--- config.mk ---
export PLATFORM = sky130hd
export DESIGN_NAME = dct_top
export DESIGN_NICKNAME = d
export VERILOG_FILES = /design/src/design/dct_pkg.sv /design/src/design/dct_top.sv
export VERILOG_INCLUDE_DIRS = /design/src /design/src/design
export SDC_FILE = /design/constraint.sdc
export NUM_CORES = 1
export LEC_CHECK = 0
export ABC_AREA = 1
export BUFFER_PORTS_ARGS = -buffer_cell sky130_fd_sc_hd__buf_2
export CAP_MARGIN = 20
export CORE_MARGIN = 4
export CORE_UTILIZATION = 54
export CTS_CLUSTER_SIZE = 25
export DETAILED_ROUTE_END_ITERATION = 8
export PLACE_DENSITY = 0.8
export SLEW_MARGIN = 20
export SYNTH_ARGS = -nofsm -noshare
export SYNTH_HDL_FRONTEND = slang
export SYNTH_SLANG_ARGS = --single-unit
--- constraint.sdc ---
create_clock -name clk_sys -period 2.15 [get_ports clk_sys]
set_input_delay 0.3225 -clock clk_sys [delete_from_list [all_inputs] [get_ports clk_sys]]
set_output_delay 0.3225 -clock clk_sys [all_outputs]
set_load 0.1 [all_outputs]
--- src/design/dct_map.svh ---
// register offsets, field positions, reset values and mode codes
`ifndef DCT_MAP_SVH
`define DCT_MAP_SVH

`define DCT_OFF_CTRL1 6'h00
`define DCT_OFF_LOW1 6'h04
`define DCT_OFF_HIGH1 6'h08
`define DCT_OFF_CTRL2 6'h0c
`define DCT_OFF_LOW2 6'h10
`define DCT_OFF_HIGH2 6'h14
`define DCT_OFF_T3CTRL 6'h18
`define DCT_OFF_STATUS 6'h1c
`define DCT_OFF_IRQEN 6'h20
`define DCT_OFF_PINCFG 6'h24

`define DCT_CTRL_MASK 8'h3f
`define DCT_T3_SEL1_BIT 3
`define DCT_T3_SEL2_BIT 6
`define DCT_PIN_SEL_BIT 0
`define DCT_PIN_DIRC_BIT 1
`define DCT_PIN_DIRB_BIT 2
`define DCT_PIN_LATC_BIT 3
`define DCT_PIN_LATB_BIT 4
`define DCT_PINCFG_RESET 8'h07
`define DCT_PINCFG_MASK 8'h1f

`define DCT_MODE_OFF 4'h0
`define DCT_MODE_FALL 4'h4
`define DCT_MODE_RISE 4'h5
`define DCT_MODE_DIV4 4'h6
`define DCT_MODE_DIV16 4'h7
`define DCT_MODE_SPECIAL 4'hb
`define DCT_MODE_CAP_TOP 2'b01
`define DCT_MODE_PWM_TOP 2'b11

`endif

--- src/design/dct_pkg.sv ---
// types shared by the dual capture timer select block
package dct_pkg;
  typedef enum logic [1:0] {
    DCT_BASE_ONE,
    DCT_BASE_THREE,
    DCT_BASE_TWO
  } dct_base_t;

  typedef enum logic {
    DCT_BUS_IDLE,
    DCT_BUS_DONE
  } dct_bus_t;
endpackage

--- src/design/dct_top.sv ---
// two capture channels with shared timer selection and avalon registers
//
// Summary of operation
// (RULE1) each channel has low, high value bytes and control, all read/write
// (RULE2) capture/compare use timer one or three, pwm uses timer two
// (RULE3) timer three control bits pick timer one or three per channel
// (RULE4) both channels run together and may share one timer
// (RULE5) in capture each channel may use a different time base
// (RULE6) channel two special trigger resets its timer and starts conversion
// (RULE7) either trigger resets its timer, only channel two starts conversion
// (RULE8) pwm channels ignore capture/compare ones and share timer two
// (RULE9) channel two pin is port c bit one when select is 1, else port b
// (RULE10) software sets port direction for channel two wherever routed
// (RULE11) capture copies the full 16-bit timer value into high and low
// (RULE12) event is falling, rising, every 4th or every 16th rising edge
// (RULE13) mode codes 0100, 0101, 0110, 0111 choose those four events
// (RULE14) mode 0000 disables the channel and resets its state
// (RULE15) every capture sets the event flag, only software clears it
// (RULE16) a new capture overwrites an unread value
// (RULE17) software should make the capture pin an input
// (RULE18) a pin driven as output feeds its own level to the detector
// (RULE19) timer in asynchronous counter mode gives no capture
// (RULE20) software masks the interrupt and clears the flag on mode change
// (RULE21) prescaler clears when off or out of capture mode
// (RULE22) switching prescale settings keeps the prescaler count
// (RULE23) software writes zero before a new capture mode
// (RULE24) edges found on the system clock, divided capture on final edge
//
// The Avalon-MM register port and the register addresses were left to the implementer.
`include "dct_map.svh"

module dct_top
  import dct_pkg::*;
(
  input wire logic clk_sys,
  input wire logic rstn,
  input wire logic [5:0] avs_address,
  input wire logic avs_read,
  input wire logic avs_write,
  input wire logic [31:0] avs_writedata,
  input wire logic [3:0] avs_byteenable,
  output logic [31:0] avs_readdata,
  output logic avs_waitrequest,
  input wire logic channel_one_pin,
  input wire logic port_c_bit_one_pin,
  input wire logic port_b_bit_three_pin,
  output logic port_c_bit_one_out,
  output logic port_c_bit_one_oe_n,
  output logic port_b_bit_three_out,
  output logic port_b_bit_three_oe_n,
  input wire logic [15:0] timer_one_value,
  input wire logic [15:0] timer_three_value,
  input wire logic timer_one_async,
  input wire logic timer_three_async,
  input wire logic compare_match_one,
  input wire logic compare_match_two,
  output logic timer_one_reset,
  output logic timer_three_reset,
  output logic adc_start,
  output logic [1:0] channel_irq_req
);

  function automatic logic is_capture(input logic [7:0] ctl);
    return ctl[3:2] == `DCT_MODE_CAP_TOP;
  endfunction

  function automatic dct_base_t base_of(input int ch, input logic [7:0] ctl,
                                        input logic [7:0] t3);
    dct_base_t b;
    b = DCT_BASE_ONE;
    if (ctl[3:2] == `DCT_MODE_PWM_TOP) begin
      b = DCT_BASE_TWO; // [RULE8]
    end else if (t3[`DCT_T3_SEL2_BIT]) begin
      b = DCT_BASE_THREE;
    end else if (t3[`DCT_T3_SEL1_BIT] && ch == 1) begin
      b = DCT_BASE_THREE;
    end
    return b;
  endfunction

  function automatic logic hit(input logic [5:0] a, input logic [5:0] off);
    return a[5:2] == off[5:2];
  endfunction

  dct_bus_t bus_state;
  logic wr_go;
  logic [7:0] wbyte;
  logic [7:0] ctrl [2];
  logic [7:0] val_lo [2];
  logic [7:0] val_hi [2];
  logic [7:0] t3ctrl;
  logic [7:0] pincfg;
  logic [1:0] flag;
  logic [1:0] irq_en;
  logic [2:0] sync [3];
  logic [2:0] filt;
  logic [1:0] lvl;
  logic [1:0] prev;
  logic [1:0] rise;
  logic [1:0] fall;
  logic [3:0] psc [2];
  logic [1:0] ev;
  logic [1:0] trig;
  dct_base_t base [2];
  logic [15:0] tval [2];
  logic [1:0] tasync;
  logic [31:0] rd_word;

  assign wr_go = avs_write && !avs_waitrequest && avs_byteenable[0];
  assign wbyte = avs_writedata[7:0];

  // register bus: one wait cycle, the access lands when waitrequest is low
  always_ff @(posedge clk_sys or negedge rstn) begin
    if (!rstn) begin
      bus_state <= DCT_BUS_IDLE;
      avs_waitrequest <= 1'b1;
      avs_readdata <= 32'h0000_0000;
    end else begin
      unique case (bus_state)
        DCT_BUS_IDLE: begin
          if (avs_read || avs_write) begin
            bus_state <= DCT_BUS_DONE;
            avs_waitrequest <= 1'b0;
            avs_readdata <= avs_read ? rd_word : 32'h0000_0000;
          end
        end
        DCT_BUS_DONE: begin
          bus_state <= DCT_BUS_IDLE;
          avs_waitrequest <= 1'b1;
        end
      endcase
    end
  end

  // unmapped offsets read as zero, reserved bits read as zero except in timer three control, which reads back all eight bits as written
  always_comb begin
    rd_word = 32'h0000_0000;
    if (hit(avs_address, `DCT_OFF_CTRL1)) begin
      rd_word[7:0] = ctrl[0]; // [RULE1]
    end else if (hit(avs_address, `DCT_OFF_LOW1)) begin
      rd_word[7:0] = val_lo[0];
    end else if (hit(avs_address, `DCT_OFF_HIGH1)) begin
      rd_word[7:0] = val_hi[0];
    end else if (hit(avs_address, `DCT_OFF_CTRL2)) begin
      rd_word[7:0] = ctrl[1];
    end else if (hit(avs_address, `DCT_OFF_LOW2)) begin
      rd_word[7:0] = val_lo[1];
    end else if (hit(avs_address, `DCT_OFF_HIGH2)) begin
      rd_word[7:0] = val_hi[1];
    end else if (hit(avs_address, `DCT_OFF_T3CTRL)) begin
      rd_word[7:0] = t3ctrl;
    end else if (hit(avs_address, `DCT_OFF_STATUS)) begin
      rd_word[7:0] = {2'b00, base[1], base[0], flag};
    end else if (hit(avs_address, `DCT_OFF_IRQEN)) begin
      rd_word[7:0] = {6'h00, irq_en};
    end else if (hit(avs_address, `DCT_OFF_PINCFG)) begin
      rd_word[7:0] = pincfg;
    end
  end

  // control, timer selection, pin and enable registers
  always_ff @(posedge clk_sys or negedge rstn) begin
    if (!rstn) begin
      ctrl[0] <= 8'h00;
      ctrl[1] <= 8'h00;
      t3ctrl <= 8'h00;
      pincfg <= `DCT_PINCFG_RESET; // [RULE9]
      irq_en <= 2'b00;
    end else if (wr_go) begin
      if (hit(avs_address, `DCT_OFF_CTRL1)) begin
        ctrl[0] <= wbyte & `DCT_CTRL_MASK; // [RULE1]
      end
      if (hit(avs_address, `DCT_OFF_CTRL2)) begin
        ctrl[1] <= wbyte & `DCT_CTRL_MASK;
      end
      if (hit(avs_address, `DCT_OFF_T3CTRL)) begin
        t3ctrl <= wbyte; // [RULE3]
      end
      if (hit(avs_address, `DCT_OFF_PINCFG)) begin
        pincfg <= wbyte & `DCT_PINCFG_MASK;
      end
      if (hit(avs_address, `DCT_OFF_IRQEN)) begin
        irq_en <= wbyte[1:0];
      end
    end
  end

  // port pins: low enable while driving the latch
  always_ff @(posedge clk_sys or negedge rstn) begin
    if (!rstn) begin
      port_c_bit_one_out <= 1'b0;
      port_c_bit_one_oe_n <= 1'b1;
      port_b_bit_three_out <= 1'b0;
      port_b_bit_three_oe_n <= 1'b1;
    end else begin
      port_c_bit_one_out <= pincfg[`DCT_PIN_LATC_BIT];
      port_c_bit_one_oe_n <= pincfg[`DCT_PIN_DIRC_BIT]; // [RULE10]
      port_b_bit_three_out <= pincfg[`DCT_PIN_LATB_BIT];
      port_b_bit_three_oe_n <= pincfg[`DCT_PIN_DIRB_BIT];
    end
  end

  // three-stage synchronisers; a change counts when stages two and three agree
  always_ff @(posedge clk_sys or negedge rstn) begin
    if (!rstn) begin
      for (int p = 0; p < 3; p++) begin
        sync[p] <= 3'b000;
      end
      filt <= 3'b000;
    end else begin
      sync[0] <= {sync[0][1:0], channel_one_pin};
      sync[1] <= {sync[1][1:0], port_c_bit_one_pin};
      sync[2] <= {sync[2][1:0], port_b_bit_three_pin};
      for (int p = 0; p < 3; p++) begin
        if (sync[p][1] == sync[p][2]) begin
          filt[p] <= sync[p][2]; // [RULE24]
        end
      end
    end
  end

  // channel two input follows the routed pin, or its own latch when driven
  always_comb begin
    lvl[0] = filt[0];
    if (pincfg[`DCT_PIN_SEL_BIT]) begin // [RULE9]
      lvl[1] = pincfg[`DCT_PIN_DIRC_BIT] ? filt[1] // [RULE18]
                                          : pincfg[`DCT_PIN_LATC_BIT];
    end else begin
      lvl[1] = pincfg[`DCT_PIN_DIRB_BIT] ? filt[2]
                                          : pincfg[`DCT_PIN_LATB_BIT];
    end
  end

  always_ff @(posedge clk_sys or negedge rstn) begin
    if (!rstn) begin
      prev <= 2'b00;
    end else begin
      prev <= lvl; // [RULE24]
    end
  end

  assign rise = lvl & ~prev;
  assign fall = ~lvl & prev;

  // time base per channel and capture events
  always_comb begin
    for (int c = 0; c < 2; c++) begin
      base[c] = base_of(c, ctrl[c], t3ctrl); // [RULE2] [RULE3] [RULE5]
      tval[c] = (base[c] == DCT_BASE_THREE) ? timer_three_value
                                             : timer_one_value; // [RULE4]
      tasync[c] = (base[c] == DCT_BASE_THREE) ? timer_three_async
                                               : timer_one_async;
      ev[c] = 1'b0;
      if (!tasync[c]) begin // [RULE19]
        unique case (ctrl[c][3:0])
          `DCT_MODE_FALL: ev[c] = fall[c]; // [RULE12] [RULE13]
          `DCT_MODE_RISE: ev[c] = rise[c];
          `DCT_MODE_DIV4: ev[c] = rise[c] && psc[c][1:0] == 2'b11; // [RULE24]
          `DCT_MODE_DIV16: ev[c] = rise[c] && psc[c] == 4'hf;
          default: ev[c] = 1'b0;
        endcase
      end
      trig[c] = ctrl[c][3:0] == `DCT_MODE_SPECIAL; // [RULE7]
    end
    trig[0] = trig[0] && compare_match_one;
    trig[1] = trig[1] && compare_match_two;
  end

  // prescaler runs only in capture; a change between settings keeps the count
  always_ff @(posedge clk_sys or negedge rstn) begin
    if (!rstn) begin
      psc[0] <= 4'h0;
      psc[1] <= 4'h0;
    end else begin
      for (int c = 0; c < 2; c++) begin
        if (!is_capture(ctrl[c])) begin
          psc[c] <= 4'h0; // [RULE21] [RULE14]
        end else if (rise[c] && ctrl[c][1]) begin
          psc[c] <= psc[c] + 4'h1; // [RULE22]
        end
      end
    end
  end

  // value bytes: a capture overwrites, and wins over a software write
  always_ff @(posedge clk_sys or negedge rstn) begin
    if (!rstn) begin
      for (int c = 0; c < 2; c++) begin
        val_lo[c] <= 8'h00;
        val_hi[c] <= 8'h00;
      end
    end else begin
      for (int c = 0; c < 2; c++) begin
        if (ev[c]) begin
          val_lo[c] <= tval[c][7:0]; // [RULE11] [RULE16]
          val_hi[c] <= tval[c][15:8];
        end else if (wr_go) begin
          if (hit(avs_address, c == 0 ? `DCT_OFF_LOW1 : `DCT_OFF_LOW2)) begin
            val_lo[c] <= wbyte; // [RULE1]
          end
          if (hit(avs_address, c == 0 ? `DCT_OFF_HIGH1 : `DCT_OFF_HIGH2)) begin
            val_hi[c] <= wbyte;
          end
        end
      end
    end
  end

  // event flags: write one to clear, a capture in the same cycle wins
  always_ff @(posedge clk_sys or negedge rstn) begin
    if (!rstn) begin
      flag <= 2'b00;
    end else begin
      for (int c = 0; c < 2; c++) begin
        if (ev[c]) begin
          flag[c] <= 1'b1; // [RULE15]
        end else if (wr_go && hit(avs_address, `DCT_OFF_STATUS) &&
                     wbyte[c]) begin
          flag[c] <= 1'b0;
        end
      end
    end
  end

  always_ff @(posedge clk_sys or negedge rstn) begin
    if (!rstn) begin
      channel_irq_req <= 2'b00;
    end else begin
      channel_irq_req <= flag & irq_en;
    end
  end

  // special event triggers reset the assigned timer; conversion on two only
  always_ff @(posedge clk_sys or negedge rstn) begin
    if (!rstn) begin
      timer_one_reset <= 1'b0;
      timer_three_reset <= 1'b0;
      adc_start <= 1'b0;
    end else begin
      timer_one_reset <= (trig[0] && base[0] == DCT_BASE_ONE) ||
                         (trig[1] && base[1] == DCT_BASE_ONE); // [RULE7]
      timer_three_reset <= (trig[0] && base[0] == DCT_BASE_THREE) ||
                           (trig[1] && base[1] == DCT_BASE_THREE); // [RULE6]
      adc_start <= trig[1]; // [RULE6]
    end
  end

  capture_low_a: assert property ( // [RULE11]
    @(posedge clk_sys) disable iff (!rstn)
    ev[0] |=> val_lo[0] == $past(tval[0][7:0]) &&
              val_hi[0] == $past(tval[0][15:8]))
    else $error("channel one capture did not latch the timer");

  overwrite_val_a: assert property ( // [RULE16]
    @(posedge clk_sys) disable iff (!rstn)
    ev[1] && flag[1] |=> val_hi[1] == $past(tval[1][15:8]))
    else $error("unread channel two value was not overwritten");

  flag_set_a: assert property ( // [RULE15]
    @(posedge clk_sys) disable iff (!rstn)
    ev[1] |=> flag[1] ##1 (flag[1] || $past(wr_go)))
    else $error("channel two flag not set by capture");

  flag_hold_a: assert property ( // [RULE15]
    @(posedge clk_sys) disable iff (!rstn)
    flag[0] && !(wr_go && hit(avs_address, `DCT_OFF_STATUS)) |=> flag[0])
    else $error("channel one flag dropped without software");

  psc_clear_a: assert property ( // [RULE21]
    @(posedge clk_sys) disable iff (!rstn)
    !is_capture(ctrl[0]) |=> psc[0] == 4'h0)
    else $error("prescaler not cleared outside capture");

  div_four_a: assert property ( // [RULE12]
    @(posedge clk_sys) disable iff (!rstn)
    ctrl[0][3:0] == `DCT_MODE_DIV4 && rise[0] && psc[0][1:0] != 2'b11
    |-> !ev[0])
    else $error("divide by four captured early");
  async_block_a: assert property ( // [RULE19]
    @(posedge clk_sys) disable iff (!rstn)
    tasync != 2'b00 |-> (ev & tasync) == 2'b00)
    else $error("capture taken from an asynchronous timer");
  route_pin_a: assert property ( // [RULE9]
    @(posedge clk_sys) disable iff (!rstn)
    pincfg[`DCT_PIN_SEL_BIT] && pincfg[`DCT_PIN_DIRC_BIT]
    |-> lvl[1] == filt[1])
    else $error("channel two not routed to port c");
  filt_agree_a: assert property ( // [RULE24]
    @(posedge clk_sys) disable iff (!rstn)
    $changed(filt[0]) |-> $past(sync[0][1]) == $past(sync[0][2]))
    else $error("pin level changed before stages agreed");
  adc_trig_a: assert property ( // [RULE6]
    @(posedge clk_sys) disable iff (!rstn)
    trig[1] |=> adc_start ##1 (adc_start == $past(trig[1])))
    else $error("conversion start does not follow channel two");
  bus_answer_a: assert property (
    @(posedge clk_sys) disable iff (!rstn)
    (avs_read || avs_write) && avs_waitrequest && bus_state == DCT_BUS_IDLE
    |=> !avs_waitrequest ##1 avs_waitrequest)
    else $error("bus answer not one cycle after request");

endmodule

# Word-level counts from Yosys, hierarchy flattened
# Cells that the tools add are included.
word_totals:
  ff_bits: 126
  input_bits: 85
  output_inout_bits: 42
classes:
  n_addsub: 2
  eq_ne: 35
  n_mux: 51
  bitwise: 6
  n_reduce_logical: 42
ops:
  columns: ["operator", "count"]
  rows:
  - ["$mux W8", 20]
  - ["$eq A4 B3 Y1 const B", 12]
  - ["$mux W16", 2]
  - ["$eq A4 B4 Y1 const B", 6]
  - ["$reduce_and A2 Y1", 10]
  - ["$logic_and A1 B1 Y1", 17]
  - ["$mux W1", 16]
  - ["$mux W4", 4]
  - ["$reduce_bool A2 Y1", 8]
  - ["$mux W5", 2]
  - ["$add A4 B1 Y4 const B", 2]
  - ["$eq A2 B1 Y1 const B", 4]
  - ["$eq A2 B2 Y1 const B", 4]
  - ["$eq A4 B2 Y1 const B", 2]
  - ["$pmux W1 S4", 2]
  - ["$and A2 B2 Y2", 3]
  - ["$mux W6", 1]
  - ["$eq A4 B1 Y1 const B", 1]
  - ["$logic_not A2 Y1", 2]
  - ["$logic_not A4 Y1", 1]
  - ["$mux W2", 2]
  - ["$ne A2 B1 Y1 const B", 2]
  - ["$not A2 Y2", 2]
  - ["$pmux W1 S2", 2]
  - ["5 further kinds", 9]

# Depth between registers and ports, before layout
depth:
  word_depth: 12
  mapped_depth: 12
  depth_no_buf: 11

# Worst setup path after synthesis
# OpenSTA, ideal clock, no wires.
synth_path:
  kind: "register to register"
  startpoint: "register avs_waitrequest"
  endpoint: "register t3ctrl[0]"
  setup_ns: 0.131
  t_arrival_ns: 1.753
  setup_slack_ns: 0.267
  stages_incl_launch_ff: 7
  synth_period_minus_slack_ns: 1.883
  cell_sequence: "dfstp_2 > inv_1 > nand3_2 > inv_1 > nand2_1 > clkbuf_1 > o21ai_0"
synth_between:
  elab_chain_cells: 4
synth_rtl:
  columns: ["element", "line", "rtl"]
  rows:
  - ["start, declared", "dct_top.sv:43", "output logic avs_waitrequest,"]
  - ["start signal, assigned", "dct_top.sv:116", "avs_waitrequest <= 1'b1;"]
  - ["start signal, assigned", "dct_top.sv:123", "avs_waitrequest <= 1'b0;"]
  - ["start signal, assigned", "dct_top.sv:129", "avs_waitrequest <= 1'b1;"]
  - ["$logic_not A1 Y1", "dct_top.sv:109", "assign wr_go = avs_write && !avs_waitrequest && avs_byteenable[0];"]
  - ["$logic_and A1 B1 Y1 (2 in a row)", "dct_top.sv:109", null]
  - ["$reduce_and A2 Y1 (no source line)", null, null]
  - ["end signal, assigned", "dct_top.sv:177", "t3ctrl <= wbyte;"]
  - ["end, declared", "dct_top.sv:91", "logic [7:0] t3ctrl;"]
# Every way passes these cells.
# A chain may end at the register's enable or synchronous reset.

# Worst setup path after layout
layout_path:
  startpoint: "register filt[0]"
  endpoint: "register val_hi[8] (netlist bit)"
layout_between:
  elab_chain_cells: 6
  elab_cells_between_ends: 11
layout_rtl:
  columns: ["element", "line", "rtl"]
  rows:
  - ["start, declared", "dct_top.sv:96", "logic [2:0] filt;"]
  - ["start signal, assigned by index", "dct_top.sv:216", "filt[p] <= sync[p][2];"]
  - ["$and A2 B2 Y2 / $not A2 Y2 (equally long branches)", "dct_top.sv:242, dct_top.sv:243", null]
  - ["$logic_and A1 B1 Y1, or another cell as far along", "dct_top.sv:259", "`DCT_MODE_DIV16: ev[c] = rise[c] && psc[c] == 4'hf;"]
  - ["$pmux W1 S4 *", "dct_top.sv:255", "unique case (ctrl[c][3:0])"]
  - ["$mux W1 *", "dct_top.sv:254", "if (!tasync[c]) begin"]
  - ["$reduce_bool A2 Y1 (no source line)", null, null]
  - ["$reduce_and A2 Y1 (no source line)", null, null]
  - ["end signal, assigned by index", "dct_top.sv:296", "val_hi[c] <= tval[c][15:8];"]
  - ["end signal, assigned by index", "dct_top.sv:302", "val_hi[c] <= wbyte;"]
  - ["end, declared", "dct_top.sv:90", "logic [7:0] val_hi [2];"]
# Every way passes the cells marked *; elsewhere a longest branch is shown, timed or not.

==> flow_summary.rst <==
.. list-table::
   :header-rows: 1

   * - Metric
     - Value
   * - Status
     - complete, no violations
   * - Mean instance size in the synthesized netlist
     - 7.807 sq um
   * - Post-layout instance area
     - 0.006103 sq mm
   * - Commonest non-fill, non-tap cell in the layout
     - nand2_1
   * - Tcrit/Tclk final
     - 83.81%
   * - Clock Pin Slew Worst Setup and Hold Paths
     - 0.10 ns
   * - Final Instance Count excl. Fillers
     - 913
   * - Dominant cell type by area after synthesis
     - dfrtp_1
   * - Height of the die
     - 108.5 um
   * - Critical R2R Capture
     - val_hi[8]$_DFFE_PN0P_
   * - Layout net count
     - 862
   * - Cell area after synthesis
     - 0.005449 sq mm
   * - Worst endpoint required time
     - 2.41 ns
   * - Core footprint
     - 0.009819 sq mm
   * - Yosys warns
     - 0
   * - Die W
     - 108.5 um
   * - Final-report max-slew violation count
     - 0
   * - Share of post-route cells with drive strength above 1
     - 18.08%
   * - Clock H-tree levels
     - 3
   * - Final Routed Wirelength
     - 13980 um
   * - Largest net degree at the start of global routing
     - 50
   * - Library cells used by synthesis
     - 38
   * - Post-synthesis simple-gate area fraction
     - 27.85%
   * - Initial cell density of the core
     - 55.49%
   * - Wire length of the first global-routing pass
     - 22650 um
   * - Critical path data arrival time
     - 2.06 ns
   * - Max Cap Violations
     - 0
   * - Worst hold path class
     - in2reg
   * - Antenna Diode Count
     - 0
   * - RSZ-0062 raised after global routing
     - false
   * - Routability congestion estimate
     - 0.9404
   * - Cell Count Post-Placement
     - 896
   * - Max Fanout on Critical Path
     - 27
   * - Slack of the worst reg-to-reg path
     - 0.35 ns
   * - Port-buffer cells
     - 73
   * - Largest clock skew in the final design
     - 0.01039 ns
   * - Critical path class
     - reg2reg
   * - Residual antenna-violating net count after detailed routing
     - 0
   * - Flops & latches, synth
     - 102
   * - Area contributors post-synth
     - dfrtp_1, nand2_1, nand3_1
   * - CP startpoint kind
     - register
   * - Area share of the largest cell type after synthesis
     - 44.09%
   * - Slew margin rel.
     - 59.54%
   * - Clock insertion delay at the later pin of the skew report
     - 0.37 ns
   * - Per-cell via count in the routed design
     - 5.319
   * - Minimum clock period after layout
     - 1.802 ns
   * - Leftover overflow at the end of global routing
     - 0
   * - Crit path capture type
     - register
   * - Pin slew with the least headroom to its limit
     - 0.6046 ns
   * - DRT Pass-1 Iters
     - 5
   * - Antenna violations before repair
     - 0
   * - Number of cells on the worst reg-to-reg path
     - 11
   * - Synthesized instance count
     - 698
   * - Vias in the first global route
     - 4661
   * - Area enclosed by the die boundary
     - 0.01176 sq mm
   * - Most frequent cells in the layout
     - nand2_1, dfrtp_1, nand3_1
   * - Pwr per Cell Area
     - 937.0 mW/mm^2
   * - XOR/XNOR Fraction of Synth Area
     - 0.1607%
   * - Synth Flop Type
     - dfrtp_1
   * - Cell leakage power
     - 3.110 nW
   * - Sequential fraction of the synthesis area
     - 46.98%
   * - Combined global-route utilization of all metal layers
     - 24.84%
   * - Root Buffer
     - clkbuf_8
   * - Overall power after layout
     - 5.719 mW
   * - Critical hold path startpoint
     - port_b_bit_three_pin
   * - Worst hold slack after final layout
     - 0.04947 ns
   * - CTS tree
     - built
   * - Area growth from synthesis to layout
     - 12.01%
   * - Buffers from clock root to sink, at most
     - 2
   * - Iter 0 DRT Violations
     - 501
   * - Share of synthesized registers carrying an async set or reset
     - 100.0%
   * - DRC violation count after routing
     - 0
   * - Placed wire-length estimate after detailed placement
     - 10740 um
   * - Worst r2r src
     - filt[0]$_DFFE_PN0N_
   * - Synth Area in Compound Gates
     - 13.09%
   * - Share of cell area taken by muxes after synthesis
     - 0%
   * - Sum of negative setup slack
     - 0 ns
   * - WL per Instance
     - 15.31 um
   * - Count of cells along the worst hold path
     - 1
   * - Setup-failing EPs final
     - 0
   * - Number of flops mapped to enable cells by yosys
     - 0
   * - Cell Area, Placed
     - 0.005903 sq mm
   * - Placement Rows
     - 36
   * - Achievable Freq
     - 555.0 MHz
   * - Inserted Clock Buffers
     - 9
   * - IO Pins
     - 127
   * - Maximum resistive drop on vdd
     - 0.5107 mV
   * - Sink of the worst hold path
     - sync[0]$_DFF_PN0_
   * - Main combinational cell family by area after synthesis
     - simple AND/OR/NAND/NOR gates
   * - Share of synthesized cell area in full adder, half adder and majority cells
     - 1.010%
   * - Total count of hold-check failures in the final report
     - 0
   * - Sink count of the clock tree
     - 102
   * - Total number of vias
     - 4856
-- synth_stat cells (all sizes together), types with 2 or more instances --
cell type,instances
a21oi,33
o21ai,57
nand2,192
maj3,3
o22ai,3
dfrtp,96
dfstp,6
ha,2
nand3b,2
nor3,2
o211ai,18
clkbuf,9
nor2,62
inv,81
a31oi,2
nand4,4
nand3,82
buf,33
-- through the flow --
step,setup WS (ns),utilization (%)
6_report,0.3480,62.16
5_1_grt,0.1194,62.16
4_1_cts,0.3260,62.16
3_5_place_dp,0.3480,60.12
3_3_place_gp,0.3980,60.12
2_1_floorplan,0.2667,-
-- final cells by class --
class | instances | area (sq um)
fillers | 913 | 3716
flip-flops and latches | 102 | 2560
multi-input cells | 496 | 2385
repair buffers | 85 | 498.0
inverters | 81 | 304.0
well taps | 133 | 166.4
clock buffers | 11 | 151.4
clock inverters | 5 | 38.79
-- cells by family after synthesis --
kind of cell             count (synthesis)
AO/OA/AOI/OAI                          118
buffers and inverters                  123
AND/OR/NAND/NOR                        348
other                                    1
adder cells (fa/ha/maj)                  5
XOR/XNOR                                 1
flip-flops                             102
-- routing by layer --
layer,global-route usage [%],share of wire (%)
met5,0,0
met4,9.288,2.8
met3,4.776,5.7
met2,41.26,49
met1,32.32,43
-- how the worst max path moves through the flow --
stage	from	end	slack, ns	depth (start not counted)
final	filt[0]$_DFFE_PN0N_	val_hi[8]$_DFFE_PN0P_	0.35	11
after global routing	filt[0]$_DFFE_PN0N_	val_hi[9]$_DFFE_PN0P_	0.12	11
after CTS	filt[0]$_DFFE_PN0N_	val_hi[8]$_DFFE_PN0P_	0.33	11
after detailed placement	filt[0]$_DFFE_PN0N_	val_hi[8]$_DFFE_PN0P_	0.35	11
after global placement	avs_address[4]	val_hi[14]$_DFFE_PN0P_	0.40	7
after floorplan	avs_waitrequest$_DFFE_PN1P_	t3ctrl[0]$_DFFE_PN0P_	0.27	6
-- sequential cells by signal (all words and copies together), names as in the netlist, 2 cells and up --
name,cells
t3ctrl,8
val_hi,16
sync,9
val_lo,16
psc,8
channel_irq_req,2
flag,2
pincfg,5
avs_readdata,8
prev,2
ctrl,12
filt,3
irq_en,2
-- critical path, stage by stage, from the launching register on --
cell     delay [ns]
dfrtp_1        0.41
inv_2          0.07
nor2_4         0.09
nand2_1        0.12
nor2_2         0.13
nand2_1        0.06
o21ai_1        0.05
and2_1         0.14
buf_4          0.28
nor2_1         0.16
nand2_1        0.09
nand3_1        0.08
-- power by group --
group | leakage [nW] | total, mW | internal [mW] | switching, mW
Clock | 0.0963 | 1.18 | 0.494 | 0.686
Sequential | 1.30 | 2.70 | 2.39 | 0.317
Combinational | 1.71 | 1.84 | 0.516 | 1.32
Total | 3.11 | 5.72 | 3.40 | 2.32
-- timing repair --
| action | CTS | global route |
|---|---|---|
| resized for setup | 0 | 0 |
| hold buffers | 1 | 0 |
| endpoints found under the hold margin | 37 | 0 |
| buffers inserted | 0 | 0 |
Note: power is estimated with default switching activity, not from simulation.
